===== config.mk =====
export PLATFORM = sky130hd
export DESIGN_NAME = lsci_interp
export DESIGN_NICKNAME = d
export VERILOG_FILES = /design/src/logic/lsci_fbbuf.v /design/src/logic/lsci_interp.v /design/src/logic/lsci_tick.v
export VERILOG_INCLUDE_DIRS = /design/src /design/src/logic
export SDC_FILE = /design/constraint.sdc
export NUM_CORES = 2
export LEC_CHECK = 0
export BUFFER_PORTS_ARGS = -buffer_cell sky130_fd_sc_hd__clkbuf_2
export CAP_MARGIN = 20
export CORE_AREA = 2 2 287 289
export DETAILED_ROUTE_END_ITERATION = 8
export DIE_AREA = 0 0 289 291
export PLACE_DENSITY = 0.8
export SYNTH_ARGS = -nofsm -noshare
export SYNTH_HDL_FRONTEND = slang
export SYNTH_SLANG_ARGS = --single-unit

===== constraint.sdc =====
create_clock -name clk -period 47 [get_ports clk]
set_clock_uncertainty 0.05 [all_clocks]
set_input_delay 2.35 -clock clk [delete_from_list [all_inputs] [get_ports clk]]
set_output_delay 2.35 -clock clk [all_outputs]
set_load 0.05 [all_outputs]

===== src/logic/lsci_map.vh =====
`ifndef LSCI_MAP_VH
`define LSCI_MAP_VH
`define LSCI_CLK_KHZ 200000
`define LSCI_SCAN_MS 25
`define LSCI_SCAN_CYC (`LSCI_SCAN_MS * `LSCI_CLK_KHZ)
`define LSCI_TENTH_MS 100
`define LSCI_TENTH_CYC (`LSCI_TENTH_MS * `LSCI_CLK_KHZ)
`define LSCI_SOL_DEF_MS 200
`define LSCI_SOL_DEF_TENTHS (`LSCI_SOL_DEF_MS / `LSCI_TENTH_MS)
`define LSCI_TIME_MAX 7'h7f
`define LSCI_MAX_ELEM 3'h6
`define LSCI_MAX_MODS 9'h004
`define LSCI_MAX_CONTACT 9'h040
`define LSCI_MAX_JOB 9'h003
`define LSCI_MODS_RST 3'h1
`define LSCI_ECHO_RST 2'h0
`define LSCI_B_LOCO_MAX 8'h1f
`define LSCI_B_SOL_OFF 8'h20
`define LSCI_B_SOL_RED 8'h21
`define LSCI_B_SOL_GRN 8'h22
`define LSCI_B_GO 8'h60
`define LSCI_B_STOP 8'h61
`define LSCI_B_ASCII0 8'h64
`define LSCI_B_ASCII2 8'h66
`define LSCI_B_RDALL1 8'h81
`define LSCI_B_RDALL4 8'h84
`define LSCI_B_RDONE1 8'hc1
`define LSCI_B_RDONE4 8'hc4
`define LSCI_B_REVERSE 4'hf
`endif


===== src/logic/lsci_fbbuf.v =====
`include "lsci_map.vh"
`default_nettype none
// Contact k (1..64) sits at bit 64-k, so the first module is bits 63:48.
module lsci_fbbuf (
  input wire clk,
  input wire rst,
  input wire [63:0] contact_in,
  input wire scan_tick,
  input wire [2:0] active_mods,
  input wire clr_all,
  input wire [63:0] clr_mask,
  output wire [63:0] rd,
  output reg [63:0] snap,
  output reg [63:0] prev,
  output reg scan_done
);
  reg [63:0] sync1;
  reg [63:0] sync2;
  reg [63:0] held;
  wire [63:0] mask;
  wire [63:0] scan_set;

  function [63:0] act_mask;
    input [2:0] n;
    begin
      act_mask = ~(~64'h0 >> {n, 4'h0});
    end
  endfunction

  assign mask = act_mask(active_mods);
  // Idle modules read as zero even if old data is still held.
  assign rd = held & mask;
  assign scan_set = scan_tick ? (sync2 & mask) : 64'h0;

  always @(posedge clk or posedge rst) begin
    if (rst) begin
      sync1 <= 64'h0;
      sync2 <= 64'h0;
      held <= 64'h0;
      snap <= 64'h0;
      prev <= 64'h0;
      scan_done <= 1'b0;
    end else begin
      sync1 <= contact_in;
      sync2 <= sync1;
      scan_done <= scan_tick;
      if (scan_tick) begin
        prev <= snap;
        snap <= sync2 & mask;
      end
      // A contact seen by a scan in the clearing cycle survives the clear.
      held <= (held & ~(clr_all ? ~64'h0 : clr_mask)) | scan_set;
    end
  end
endmodule
`default_nettype wire


===== src/logic/lsci_interp.v =====
`include "lsci_map.vh"
`default_nettype none
module lsci_interp #(
  parameter integer SCAN_CYCLES = `LSCI_SCAN_CYC,
  parameter integer TENTH_CYCLES = `LSCI_TENTH_CYC
) (
  input wire clk,
  input wire rst,
  input wire [7:0] rx_data,
  input wire rx_valid,
  output wire rx_ready,
  output reg [7:0] tx_data,
  output reg tx_valid,
  input wire tx_ready,
  input wire [63:0] contact_in,
  input wire estop,
  input wire [3:0] knob_level,
  output reg loco_valid,
  output reg loco_dir,
  output reg [6:0] loco_addr,
  output reg [3:0] loco_speed,
  output reg loco_func,
  output reg loco_func_set,
  output reg sol_valid,
  output reg sol_off,
  output reg [8:0] sol_addr,
  output reg sol_green,
  output reg stop_req,
  output reg go_req,
  output reg ascii_mode,
  output reg [1:0] echo_mode,
  output reg [2:0] active_mods
);
  localparam [1:0] ST_RX = 2'b01;
  localparam [1:0] ST_EXEC = 2'b10;
  localparam [1:0] TX_IDLE = 2'b01;
  localparam [1:0] TX_RUN = 2'b10;
  localparam [1:0] K_STR = 2'h0;
  localparam [1:0] K_MOD = 2'h1;
  localparam [1:0] K_BIN = 2'h2;
  localparam [7:0] NUM = 8'h00;
  localparam [7:0] NONE = 8'hff;
  localparam [7:0] CH_A = 8'h41, CH_C = 8'h43, CH_D = 8'h44, CH_E = 8'h45, CH_F = 8'h46, CH_G = 8'h47;
  localparam [7:0] CH_J = 8'h4a, CH_K = 8'h4b, CH_L = 8'h4c, CH_M = 8'h4d, CH_N = 8'h4e, CH_P = 8'h50;
  localparam [7:0] CH_Q = 8'h51, CH_R = 8'h52, CH_S = 8'h53, CH_V = 8'h56, CH_W = 8'h57, CH_X = 8'h58;
  localparam [7:0] CH_CR = 8'h0d;
  localparam [63:0] S_STOP = 64'h2553544f500d;
  localparam [63:0] S_GO = 64'h25474f0d;
  localparam [63:0] S_OK1 = 64'h4f4b0d3e;
  localparam [63:0] S_ERR1 = 64'h3f0d3e;
  localparam [63:0] S_OK2 = 64'h21;
  localparam [63:0] S_ERR2 = 64'h3f21;
  localparam [63:0] S_NEW1 = 64'h0d3e;

  ////////////////////////////////////////////////////////////////////////////
  wire scan_tick;
  wire tenth_tick;
  wire scan_done;
  wire [63:0] rd;
  wire [63:0] snap;
  wire [63:0] prev;
  reg clr_all;
  reg [63:0] clr_mask;
  reg [1:0] st;
  reg [1:0] tx_st;
  reg [7:0] tl [0:5];
  reg [8:0] tn [0:5];
  reg [2:0] ntok;
  reg in_num;
  reg b_pend;
  reg [7:0] b_first;
  reg [1:0] m_kind;
  reg [63:0] m_dat;
  reg [4:0] m_len;
  reg m_pend;
  reg [63:0] p_dat;
  reg [4:0] p_len;
  reg p_pend;
  reg [1:0] t_kind;
  reg [63:0] t_dat;
  reg [4:0] t_len;
  reg [4:0] t_idx;
  reg sol_run;
  reg [6:0] sol_tmr;
  reg [2:0] j_act;
  reg [2:0] j_con;
  reg [2:0] j_pol;
  reg [2:0] j_done;
  reg [6:0] j_cnt [0:2];
  reg [5:0] j_ctc [0:2];
  reg watch;
  reg [3:0] chg;
  integer i;

  lsci_tick #(.COUNT(SCAN_CYCLES)) u_scan (.clk(clk), .rst(rst), .tick(scan_tick));
  lsci_tick #(.COUNT(TENTH_CYCLES)) u_tenth (.clk(clk), .rst(rst), .tick(tenth_tick));
  lsci_fbbuf u_fb (
    .clk(clk),
    .rst(rst),
    .contact_in(contact_in),
    .scan_tick(scan_tick),
    .active_mods(active_mods),
    .clr_all(clr_all),
    .clr_mask(clr_mask),
    .rd(rd),
    .snap(snap),
    .prev(prev),
    .scan_done(scan_done)
  );

  ////////////////////////////////////////////////////////////////////////////
  function [8:0] dec_acc;
    input [8:0] a;
    input [3:0] d;
    reg [12:0] t;
    begin
      t = {4'h0, a} * 13'h00a + {9'h0, d};
      dec_acc = (t > 13'h01ff) ? 9'h1ff : t[8:0];
    end
  endfunction

  function [15:0] mod_word;
    input [63:0] r;
    input [2:0] n;
    reg [63:0] s;
    begin
      s = r << {n - 3'h1, 4'h0};
      mod_word = s[63:48];
    end
  endfunction

  function [63:0] mod_mask;
    input [2:0] n;
    begin
      mod_mask = {16'hffff, 48'h0} >> {n - 3'h1, 4'h0};
    end
  endfunction

  function [2:0] low_idx;
    input [3:0] v;
    begin
      low_idx = v[0] ? 3'h1 : (v[1] ? 3'h2 : (v[2] ? 3'h3 : 3'h4));
    end
  endfunction

  function [7:0] tx_byte;
    input [1:0] k;
    input [63:0] d;
    input [4:0] len;
    input [4:0] idx;
    reg [63:0] s;
    begin
      s = 64'h0;
      tx_byte = CH_CR;
      case (k)
        K_STR: begin
          s = d >> {len - idx - 5'h1, 3'h0};
          tx_byte = s[7:0];
        end
        K_MOD: begin
          s = d << idx;
          if (idx < 5'h10) begin
            tx_byte = s[15] ? 8'h31 : 8'h30;
          end
        end
        default: begin
          s = d << {idx, 3'h0};
          tx_byte = s[63:56];
        end
      endcase
    end
  endfunction

  task put_m;
    input [1:0] k;
    input [63:0] d;
    input [4:0] len;
    begin
      m_kind <= k;
      m_dat <= d;
      m_len <= len;
      m_pend <= 1'b1;
    end
  endtask

  task prompt;
    input err;
    begin
      p_pend <= (echo_mode != 2'h0);
      if (echo_mode == 2'h1) begin
        p_dat <= err ? S_ERR1 : S_OK1;
        p_len <= err ? 5'h3 : 5'h4;
      end else begin
        p_dat <= err ? S_ERR2 : S_OK2;
        p_len <= err ? 5'h2 : 5'h1;
      end
    end
  endtask

  ////////////////////////////////////////////////////////////////////////////
  wire [7:0] uc = (rx_data >= 8'h61 && rx_data <= 8'h7a) ? rx_data - 8'h20 : rx_data;
  wire is_dig = (uc >= 8'h30) && (uc <= 8'h39);
  wire is_let = (uc >= 8'h41) && (uc <= 8'h5a);
  wire n1_ok = (tl[1] == NUM) && (tn[1] != 9'h0);
  wire [2:0] n1 = tn[1][2:0];
  wire [5:0] cidx = tn[1][5:0] - 6'h1;
  wire [1:0] jid = tn[1][1:0] - 2'h1;
  wire [31:0] sol_def = `LSCI_SOL_DEF_TENTHS;
  wire [8:0] sol_t = (tl[3] == NUM) ? tn[3] : sol_def[8:0];
  wire [6:0] sol_tc = (sol_t > 9'h07f) ? `LSCI_TIME_MAX : sol_t[6:0];
  wire [6:0] job_tc = (tn[3] > 9'h07f) ? `LSCI_TIME_MAX : ((tn[3] == 9'h0) ? 7'h1 : tn[3][6:0]);
  wire [7:0] k_one = 8'h30 + {4'h0, (knob_level > 4'h9) ? knob_level - 4'ha : knob_level};
  wire [7:0] k_ten = (knob_level > 4'h9) ? 8'h31 : 8'h30;
  wire [2:0] j_low = j_done & (~j_done + 3'h1);
  wire [3:0] chg_low = chg & (~chg + 4'h1);
  wire [3:0] chg_set;
  // Unsolicited output waits for a quiet link so it never splits a line.
  wire uns_ok = ascii_mode && (echo_mode != 2'h0) && (tx_st == TX_IDLE) && !m_pend && !p_pend
                && (st == ST_RX) && !rx_valid;
  wire uns_mod = uns_ok && (j_done == 3'h0) && watch && (chg != 4'h0);

  genvar g;
  generate
    for (g = 0; g < 4; g = g + 1) begin : g_chg
      assign chg_set[3 - g] = watch && scan_done && (snap[63 - 16 * g -: 16] != prev[63 - 16 * g -: 16]);
    end
  endgenerate

  // Nothing new is taken until the previous line and its answer are gone.
  assign rx_ready = (st == ST_RX) && (tx_st == TX_IDLE) && !m_pend && !p_pend;

  ////////////////////////////////////////////////////////////////////////////
  always @(posedge clk or posedge rst) begin
    if (rst) begin
      st <= ST_RX;
      tx_st <= TX_IDLE;
      tx_data <= 8'h0;
      tx_valid <= 1'b0;
      {loco_valid, loco_dir, loco_func, loco_func_set} <= 4'h0;
      loco_addr <= 7'h0;
      loco_speed <= 4'h0;
      {sol_valid, sol_off, sol_green, stop_req, go_req} <= 5'h0;
      sol_addr <= 9'h0;
      ascii_mode <= 1'b0;
      echo_mode <= `LSCI_ECHO_RST;
      active_mods <= `LSCI_MODS_RST;
      clr_all <= 1'b0;
      clr_mask <= 64'h0;
      for (i = 0; i < 6; i = i + 1) begin
        tl[i] <= NONE;
        tn[i] <= 9'h0;
      end
      ntok <= 3'h0;
      in_num <= 1'b0;
      b_pend <= 1'b0;
      b_first <= 8'h0;
      {m_kind, m_dat, m_len, m_pend} <= 72'h0;
      {p_dat, p_len, p_pend} <= 70'h0;
      {t_kind, t_dat, t_len, t_idx} <= 76'h0;
      sol_run <= 1'b0;
      sol_tmr <= 7'h0;
      {j_act, j_con, j_pol, j_done} <= 12'h0;
      for (i = 0; i < 3; i = i + 1) begin
        j_cnt[i] <= 7'h0;
        j_ctc[i] <= 6'h0;
      end
      watch <= 1'b0;
      chg <= 4'h0;
    end else begin
      {loco_valid, loco_dir, sol_valid, sol_off, stop_req, go_req, clr_all} <= 7'h0;
      clr_mask <= 64'h0;
      if (tenth_tick && sol_run) begin
        if (sol_tmr <= 7'h1) begin
          sol_off <= 1'b1;
          sol_run <= 1'b0;
        end else begin
          sol_tmr <= sol_tmr - 7'h1;
        end
      end
      if (uns_ok && (j_done != 3'h0)) begin
        put_m(K_STR, {40'h0, CH_J, 8'h31 + {6'h0, j_low[1] ? 2'h1 : (j_low[2] ? 2'h2 : 2'h0)}, CH_CR}, 5'h3);
        j_done <= j_done & ~j_low;
      end else if (uns_mod) begin
        put_m(K_MOD, {48'h0, mod_word(snap, low_idx(chg))}, 5'h11);
      end
      chg <= (chg & ~(uns_mod ? chg_low : 4'h0)) | chg_set;
      for (i = 0; i < 3; i = i + 1) begin
        if (j_act[i] && !j_con[i] && tenth_tick) begin
          if (j_cnt[i] <= 7'h1) begin
            j_act[i] <= 1'b0;
            j_done[i] <= 1'b1;
          end else begin
            j_cnt[i] <= j_cnt[i] - 7'h1;
          end
        end
        if (j_act[i] && j_con[i] && scan_done && (snap[6'h3f - j_ctc[i]] != prev[6'h3f - j_ctc[i]])
            && (snap[6'h3f - j_ctc[i]] == j_pol[i])) begin
          j_act[i] <= 1'b0;
          j_done[i] <= 1'b1;
        end
      end
      case (tx_st)
        TX_IDLE: begin
          if (m_pend || p_pend) begin
            tx_st <= TX_RUN;
            tx_valid <= 1'b1;
            t_idx <= 5'h0;
            t_kind <= m_pend ? m_kind : K_STR;
            t_dat <= m_pend ? m_dat : p_dat;
            t_len <= m_pend ? m_len : p_len;
            tx_data <= m_pend ? tx_byte(m_kind, m_dat, m_len, 5'h0) : tx_byte(K_STR, p_dat, p_len, 5'h0);
            if (m_pend) begin
              m_pend <= 1'b0;
            end else begin
              p_pend <= 1'b0;
            end
          end
        end
        TX_RUN: begin
          if (tx_ready) begin
            if (t_idx == t_len - 5'h1) begin
              tx_st <= TX_IDLE;
              tx_valid <= 1'b0;
            end else begin
              t_idx <= t_idx + 5'h1;
              tx_data <= tx_byte(t_kind, t_dat, t_len, t_idx + 5'h1);
            end
          end
        end
        default: begin
          tx_st <= TX_IDLE;
          tx_valid <= 1'b0;
        end
      endcase
      if (rx_valid && rx_ready && !ascii_mode) begin
        if (b_pend) begin
          b_pend <= 1'b0;
          if (!estop && (b_first <= `LSCI_B_LOCO_MAX)) begin
            loco_addr <= rx_data[6:0];
            loco_speed <= b_first[3:0];
            loco_func <= b_first[4];
            loco_func_set <= 1'b1;
            loco_valid <= (b_first[3:0] != `LSCI_B_REVERSE);
            loco_dir <= (b_first[3:0] == `LSCI_B_REVERSE);
          end else if (!estop) begin
            sol_valid <= 1'b1;
            sol_addr <= {1'b0, rx_data};
            sol_green <= (b_first == `LSCI_B_SOL_GRN);
            sol_tmr <= sol_def[6:0];
            sol_run <= 1'b1;
          end
        end else if ((rx_data <= `LSCI_B_LOCO_MAX) || (rx_data == `LSCI_B_SOL_RED) || (rx_data == `LSCI_B_SOL_GRN)) begin
          b_pend <= 1'b1;
          b_first <= rx_data;
        end else if (rx_data == `LSCI_B_GO) begin
          go_req <= 1'b1;
        end else if (rx_data == `LSCI_B_STOP) begin
          stop_req <= 1'b1;
        end else if ((rx_data >= `LSCI_B_ASCII0) && (rx_data <= `LSCI_B_ASCII2)) begin
          ascii_mode <= 1'b1;
          echo_mode <= rx_data[1:0];
        end else if ((rx_data >= `LSCI_B_RDALL1) && (rx_data <= `LSCI_B_RDALL4)) begin
          put_m(K_BIN, rd, {1'b0, rx_data[2:0], 1'b0});
          clr_mask <= rd & ~(~64'h0 >> {rx_data[2:0], 4'h0});
        end else if ((rx_data >= `LSCI_B_RDONE1) && (rx_data <= `LSCI_B_RDONE4)) begin
          put_m(K_BIN, {mod_word(rd, rx_data[2:0]), 48'h0}, 5'h2);
          clr_mask <= rd & mod_mask(rx_data[2:0]);
        end
        // The old solenoid-off byte and every unlisted byte fall through here.
      end else if (rx_valid && rx_ready) begin
        if (uc == CH_X) begin
          for (i = 0; i < 6; i = i + 1) begin
            tl[i] <= NONE;
          end
          ntok <= 3'h0;
          in_num <= 1'b0;
          p_pend <= (echo_mode != 2'h0);
          p_dat <= (echo_mode == 2'h1) ? S_NEW1 : S_OK2;
          p_len <= (echo_mode == 2'h1) ? 5'h2 : 5'h1;
        end else if (uc == CH_CR) begin
          st <= ST_EXEC;
          in_num <= 1'b0;
        end else begin
          if (echo_mode == 2'h1) begin
            put_m(K_STR, is_let ? {40'h0, 8'h20, uc, 8'h20} : {56'h0, uc}, is_let ? 5'h3 : 5'h1);
          end
          in_num <= is_dig && (in_num || (ntok < `LSCI_MAX_ELEM));
          if (is_dig && in_num) begin
            tn[ntok - 3'h1] <= dec_acc(tn[ntok - 3'h1], uc[3:0]);
          end else if ((is_dig || is_let) && (ntok < `LSCI_MAX_ELEM)) begin
            tl[ntok] <= is_dig ? NUM : uc;
            tn[ntok] <= is_dig ? {5'h0, uc[3:0]} : 9'h0;
            ntok <= ntok + 3'h1;
          end
        end
      end
      if (st == ST_EXEC) begin
        st <= ST_RX;
        ntok <= 3'h0;
        for (i = 0; i < 6; i = i + 1) begin
          tl[i] <= NONE;
        end
        case (tl[0])
          NONE: prompt(1'b0);
          CH_S: begin
            stop_req <= 1'b1;
            put_m(K_STR, S_STOP, 5'h6);
            prompt(1'b0);
          end
          CH_G: begin
            go_req <= 1'b1;
            put_m(K_STR, S_GO, 5'h4);
            prompt(1'b0);
          end
          CH_V: begin
            if (echo_mode != 2'h0) begin
              put_m(K_STR, {32'h0, CH_V, k_ten, k_one, CH_CR}, 5'h4);
            end
            prompt(1'b0);
          end
          CH_L: begin
            if (estop || (tl[1] != NUM)) begin
              prompt(1'b1);
            end else if ((tl[2] == CH_S) && (tl[3] == NUM)) begin
              loco_valid <= 1'b1;
              loco_addr <= tn[1][6:0];
              loco_speed <= tn[3][3:0];
              loco_func_set <= (tl[4] == CH_F) && (tl[5] == NUM);
              loco_func <= tn[5][0];
              prompt(1'b0);
            end else begin
              loco_dir <= (tl[2] == CH_D);
              loco_addr <= tn[1][6:0];
              prompt(tl[2] != CH_D);
            end
          end
          CH_M: begin
            if (tl[1] == NONE) begin
              sol_off <= 1'b1;
              sol_run <= 1'b0;
              prompt(1'b0);
            end else if (!estop && n1_ok && ((tl[2] == CH_R) || (tl[2] == CH_G))) begin
              sol_valid <= 1'b1;
              sol_addr <= tn[1];
              sol_green <= (tl[2] == CH_G);
              sol_tmr <= sol_tc;
              sol_run <= (sol_tc != 7'h0);
              prompt(1'b0);
            end else begin
              prompt(1'b1);
            end
          end
          CH_D: begin
            if ((tl[1] == NUM) && (tn[1] <= `LSCI_MAX_MODS)) begin
              active_mods <= n1;
            end
            prompt(!((tl[1] == NUM) && (tn[1] <= `LSCI_MAX_MODS)));
          end
          CH_A: begin
            if (n1_ok && (tn[1] <= `LSCI_MAX_MODS)) begin
              put_m(K_MOD, {48'h0, mod_word(rd, n1)}, 5'h11);
              clr_mask <= rd & mod_mask(n1);
            end
            prompt(!(n1_ok && (tn[1] <= `LSCI_MAX_MODS)));
          end
          CH_C: begin
            if (n1_ok && (tn[1] <= `LSCI_MAX_CONTACT)) begin
              put_m(K_STR, {48'h0, rd[6'h3f - cidx] ? 8'h31 : 8'h30, CH_CR}, 5'h2);
              clr_mask <= rd & ({63'h0, 1'b1} << (6'h3f - cidx));
            end
            prompt(!(n1_ok && (tn[1] <= `LSCI_MAX_CONTACT)));
          end
          CH_R: begin
            clr_all <= 1'b1;
            prompt(1'b0);
          end
          CH_J: begin
            if (n1_ok && (tn[1] <= `LSCI_MAX_JOB) && (tl[2] == CH_W) && (tl[3] == NUM)) begin
              j_act[jid] <= 1'b1;
              j_con[jid] <= (tl[4] == CH_P) || (tl[4] == CH_N);
              j_pol[jid] <= (tl[4] == CH_P);
              j_cnt[jid] <= job_tc;
              j_ctc[jid] <= tn[3][5:0] - 6'h1;
              prompt(1'b0);
            end else begin
              prompt(1'b1);
            end
          end
          CH_K: begin
            if (n1_ok && (tn[1] <= `LSCI_MAX_JOB)) begin
              j_act[jid] <= 1'b0;
            end
            prompt(!(n1_ok && (tn[1] <= `LSCI_MAX_JOB)));
          end
          CH_W: begin
            watch <= (tl[1] == NUM) && (tn[1] != 9'h0);
            prompt(1'b0);
          end
          CH_Q: ascii_mode <= 1'b0;
          CH_E: begin
            if ((tl[1] == NUM) && (tn[1] <= 9'h002)) begin
              echo_mode <= tn[1][1:0];
            end
            prompt(!((tl[1] == NUM) && (tn[1] <= 9'h002)));
          end
          default: prompt(1'b1);
        endcase
      end
    end
  end
endmodule
`default_nettype wire


===== src/logic/lsci_tick.v =====
`default_nettype none
// Free-running divider giving a one-cycle pulse every COUNT clocks.
module lsci_tick #(
  parameter integer COUNT = 4
) (
  input wire clk,
  input wire rst,
  output reg tick
);
  // The count is cut to the counter width on purpose; both default periods fit in 25 bits.
  localparam integer LAST_INT = COUNT - 1;
  localparam [24:0] LAST = LAST_INT[24:0];
  reg [24:0] cnt;

  always @(posedge clk or posedge rst) begin
    if (rst) begin
      cnt <= 25'h0;
      tick <= 1'b0;
    end else begin
      tick <= (cnt == LAST);
      if (cnt == LAST) begin
        cnt <= 25'h0;
      end else begin
        cnt <= cnt + 25'h1;
      end
    end
  end
endmodule
`default_nettype wire


==> results.env <==
RUN_STATUS='complete, no violations'
DP_CELLS=5590
FINALSETUPVIOLCOUNT=0
ROUTED_VIA_DENSITY=6.97
POSTSYNTH.TOPFLOPCELL='sky130_fd_sc_hd__dfrtp_1'
SLEW_HEADROOM=0.205
SYNTH_TOP_AREA_CELLS='sky130_fd_sc_hd__dfrtp_1, sky130_fd_sc_hd__mux4_2, sky130_fd_sc_hd__nand2_1'
ROUTE.TOP_LAYER_USED='met5'
TIMING.CRITICAL_PATH.FANOUT_MAX=32
STDCELL_COUNT=5775
CP_DATA_REQUIRED_TIME_NS=47.49
PORT_BUFFERS=125
GRT_UTIL_ALL_LAYERS=0.391
HOLD_VIOL=0
POST_DRT_WL_PER_CELL_UM=28.4
HOLD_PATH_DEPTH=0
MET3_WL_MM=18.9
SHARE_OF_THE_SYNTHESIZED_AREA_IN_COMPOUND_GATES_AO_OA_AOI_OAI=0.136
ROWS=105
CRITPATHLAUNCHTYPE='register'
POWERDENSITY_nW_PER_UM2=33.1
POWER.IR.VDD_WORST_mV=0.0350
CLK_ROOT_BUFFER_CELL='sky130_fd_sc_hd__clkbuf_16'
SYNTH_ADDER_AREA_SHARE=0.0240
AVGSYNTHCELLAREA_UM2=10.5
SYNTH_TOP_AREA_FRAC=0.430
GRT-OVFL-TOTAL=0
HOLDCRITSTARTPOINT='u_fb.sync1[52]'
WL_MET1_MM=62.0
HTREE_LEVELS=3
HOLDBUFCOUNTCTS=0
DR_WL_MET2_MM=71.2
FIRST_PASS_ITERS=7
SYN-CELL-AREA_UM2=48300
GRT_START_MAX_NET_PINS=112
CTS_INSERTED_BUFFERS=94
DRT_ITER0_DRC=5939
WORST_HOLD_SLACK_NS=0.296
NUM-NETS-FINAL=4794
YS_SEQ_AREA_FRAC=0.458
DETAIL_ROUTE.WIRELENGTH_MM=164
SYNTH_AREA_IN_SIMPLE_GATES=0.141
HOLD_PATH_CLASS='reg2reg'
DRCVIOLATIONCOUNT=0
PLACE.GP.CONGESTION=1.05
CTSLONGESTPATHBUFFERS=3
MAX_FREQ_MHz=160
FLOORPLAN.IO_PINS=126
FINAL_NUMBER_OF_MAX_TRANSITION_VIOLATIONS=0
YOSYSTOPAREACELL='sky130_fd_sc_hd__dfrtp_1'
TRITONCTS='yes'
LAYOUT-AREA-OVERHEAD-VS-SYNTH_PCT=10.1
SYNTHXORXNORAREAFRAC=0.0294
RR_ENDPOINT='tn[31]'
MAX-CAP-VIOLATIONS=0
TYPE_OF_THE_WORST_SETUP_PATH='reg2reg'
SYN_NETS=4775
CTS.CLK_SLEW.WORST_PATHS_NS=0.07
ROUTE.ANTENNA.REMAINING_NETS=0
SYNTHDISTINCTLIBCELLS=103
YOSYSWARNINGS=0
DP_HPWL_MM=118
DIE_AREA_UM2=84100
SYNTH_TOP_FAMILY_BY_AREA='multiplexers'
FFS_LATCHES_SYNTH=882
WORST_SETUP_PATH_END_KIND='register'
SETUP.REG_TO_REG.WORST_SLACK_NS=40.76
VIA_COUNT=40200
REG2REG_FROM='ntok[0]'
TOTAL_POWER_W=0.00176
RSZ0062_AT_GRT='no'
NUMBER_OF_GLOBAL_ROUTE_VIAS_BEFORE_REPAIR=38800
SYNTH_MUX_AREA_FRAC=0.176
MIN_DELAY_WORST_ENDPOINT='u_fb.sync2[52]'
GRT_PASS1_WL_MM=247
FINALCRITPERIODSHARE=0.133
POSTSYNTHCELLCOUNT=4603
CORE_AREA_UM2=81200
FF2FF_PATH_DEPTH=19
DIE_HEIGHT_UM=291
ANTENNA_VIOLATIONS_BEFORE_REPAIR=8
TIMING_WORST_SLEW_PIN_VALUE_NS=1.18
FINAL_CORE_UTIL=0.655
START_UTIL=0.595
TRITONCTS_NUM_SINKS=882
POST_CTS_RESIZE_COUNT=0
TNS_NS=0
POSTSYNTH.ASYNCRESETSHARE=1.00
P_LEAK_nW=22.4
SYNTH_EDF_COUNT=0
CRITICAL_PATH_ARRIVAL_NS=6.73
CLOCK_INSERTION_DELAY_WORST_SKEW_NS=0.69
DRIVE_ABOVE_1_SHARE=0.182
CTS_SETUP_BUFFERS=0
MIN_PERIOD_NS=6.24
DIE-WIDTH_UM=289
NUM-FILL-CELLS=6171
per-stage QoR:
step	setup slack [ns]	area [µm²]
after floorplan	19.89	48300
after global placement	40.37	49700
after detailed placement	40.32	49800
after CTS	40.88	53100
after global routing	40.41	53200
final	40.76	53200
placed cells by master (no fill, tap or decap), drive strengths merged, types with 81 or more instances in the layout:
cell / instances
ha: 88
inv: 153
mux4: 241
xnor2: 115
clkbuf: 255
nand3: 117
mux2: 149
o21ai: 407
dfrtp: 831
nor2: 307
buf: 81
nand2: 570
a21oi: 252
mux2i: 138
synth_stat cells (43+ instances only):
cell,instances
sky130_fd_sc_hd__a21oi_1,246
sky130_fd_sc_hd__clkbuf_1,196
sky130_fd_sc_hd__inv_1,151
sky130_fd_sc_hd__nand2_1,567
sky130_fd_sc_hd__mux2i_1,138
sky130_fd_sc_hd__a31oi_1,43
sky130_fd_sc_hd__mux4_2,241
sky130_fd_sc_hd__mux2_2,147
sky130_fd_sc_hd__nor2_1,306
sky130_fd_sc_hd__nor3_1,69
sky130_fd_sc_hd__a21o_1,44
sky130_fd_sc_hd__dfstp_2,51
sky130_fd_sc_hd__dfrtp_1,831
sky130_fd_sc_hd__ha_1,88
sky130_fd_sc_hd__xor2_1,43
sky130_fd_sc_hd__nand3_1,116
sky130_fd_sc_hd__and3_1,74
sky130_fd_sc_hd__nand4_1,63
sky130_fd_sc_hd__xnor2_1,115
sky130_fd_sc_hd__o21ai_0,400
final cells by class:
class	count	area [µm²]	share of cell area
flip-flops and latches	882	22100	0.416
well taps	1070	1340	0.0252
multi-input cells	3281	24500	0.460
repair buffers	206	1330	0.0251
inverters	157	597	0.0112
clock inverters	42	651	0.0122
clock buffers	130	2650	0.0498
diodes	7	17.5	0.000329
cells by family after synthesis:
logic type               Yosys count
AND/OR/NAND/NOR                 1442
AO/OA/AOI/OAI                   1060
flip-flops                       882
multiplexers                     528
buffers and inverters            440
XOR/XNOR                         160
adder cells (fa/ha/maj)           91
per-layer routing:
metal / vias to the layer above / global-route usage
li1: 16900 / -
met3: 627 / 0.102
met1: 20000 / 0.539
met4: 4 / 0.228
met2: 2739 / 0.561
met5: - / 0
report_power, final:
| part | total, W | switching (W) | internal, W |
|---|---|---|---|
| combinational | 0.000159 | 0.0000931 | 0.0000657 |
| sequential | 0.000813 | 0.0000252 | 0.000788 |
| clock | 0.000788 | 0.000329 | 0.000460 |
| total | 0.00176 | 0.000447 | 0.00131 |
worst max path at each step:
stage                     startpoint  slack, ns              to
after detailed placement  rx_data[0]      40.32          tl[42]
final                        ntok[0]      40.76          tn[31]
after CTS                    ntok[0]      40.88          tn[32]
after floorplan                  rst      19.89  active_mods[1]
after global placement           rst      40.37       t_dat[47]
after global routing         ntok[0]      40.41          tn[51]
critical path, cell delays in order, from the launching register on:
cell and delay, ns:
sky130_fd_sc_hd__dfrtp_1 0.33, sky130_fd_sc_hd__buf_4 0.38, sky130_fd_sc_hd__clkinv_1 0.37, sky130_fd_sc_hd__ha_1 0.36, sky130_fd_sc_hd__xor2_2 0.53, sky130_fd_sc_hd__buf_4 0.32
sky130_fd_sc_hd__mux4_2 0.31, sky130_fd_sc_hd__nand2_1 0.08, sky130_fd_sc_hd__o31ai_1 0.13, sky130_fd_sc_hd__ha_1 0.34, sky130_fd_sc_hd__ha_1 0.22, sky130_fd_sc_hd__fa_1 0.46
sky130_fd_sc_hd__a21o_1 0.19, sky130_fd_sc_hd__a21oi_1 0.27, sky130_fd_sc_hd__xnor2_1 0.22, sky130_fd_sc_hd__and4b_1 0.25, sky130_fd_sc_hd__mux2i_1 0.08, sky130_fd_sc_hd__buf_4 0.22
sky130_fd_sc_hd__nor3_1 0.80, sky130_fd_sc_hd__o2bb2ai_1 0.19
No activity file was read; power rests on OpenSTA's default activity.
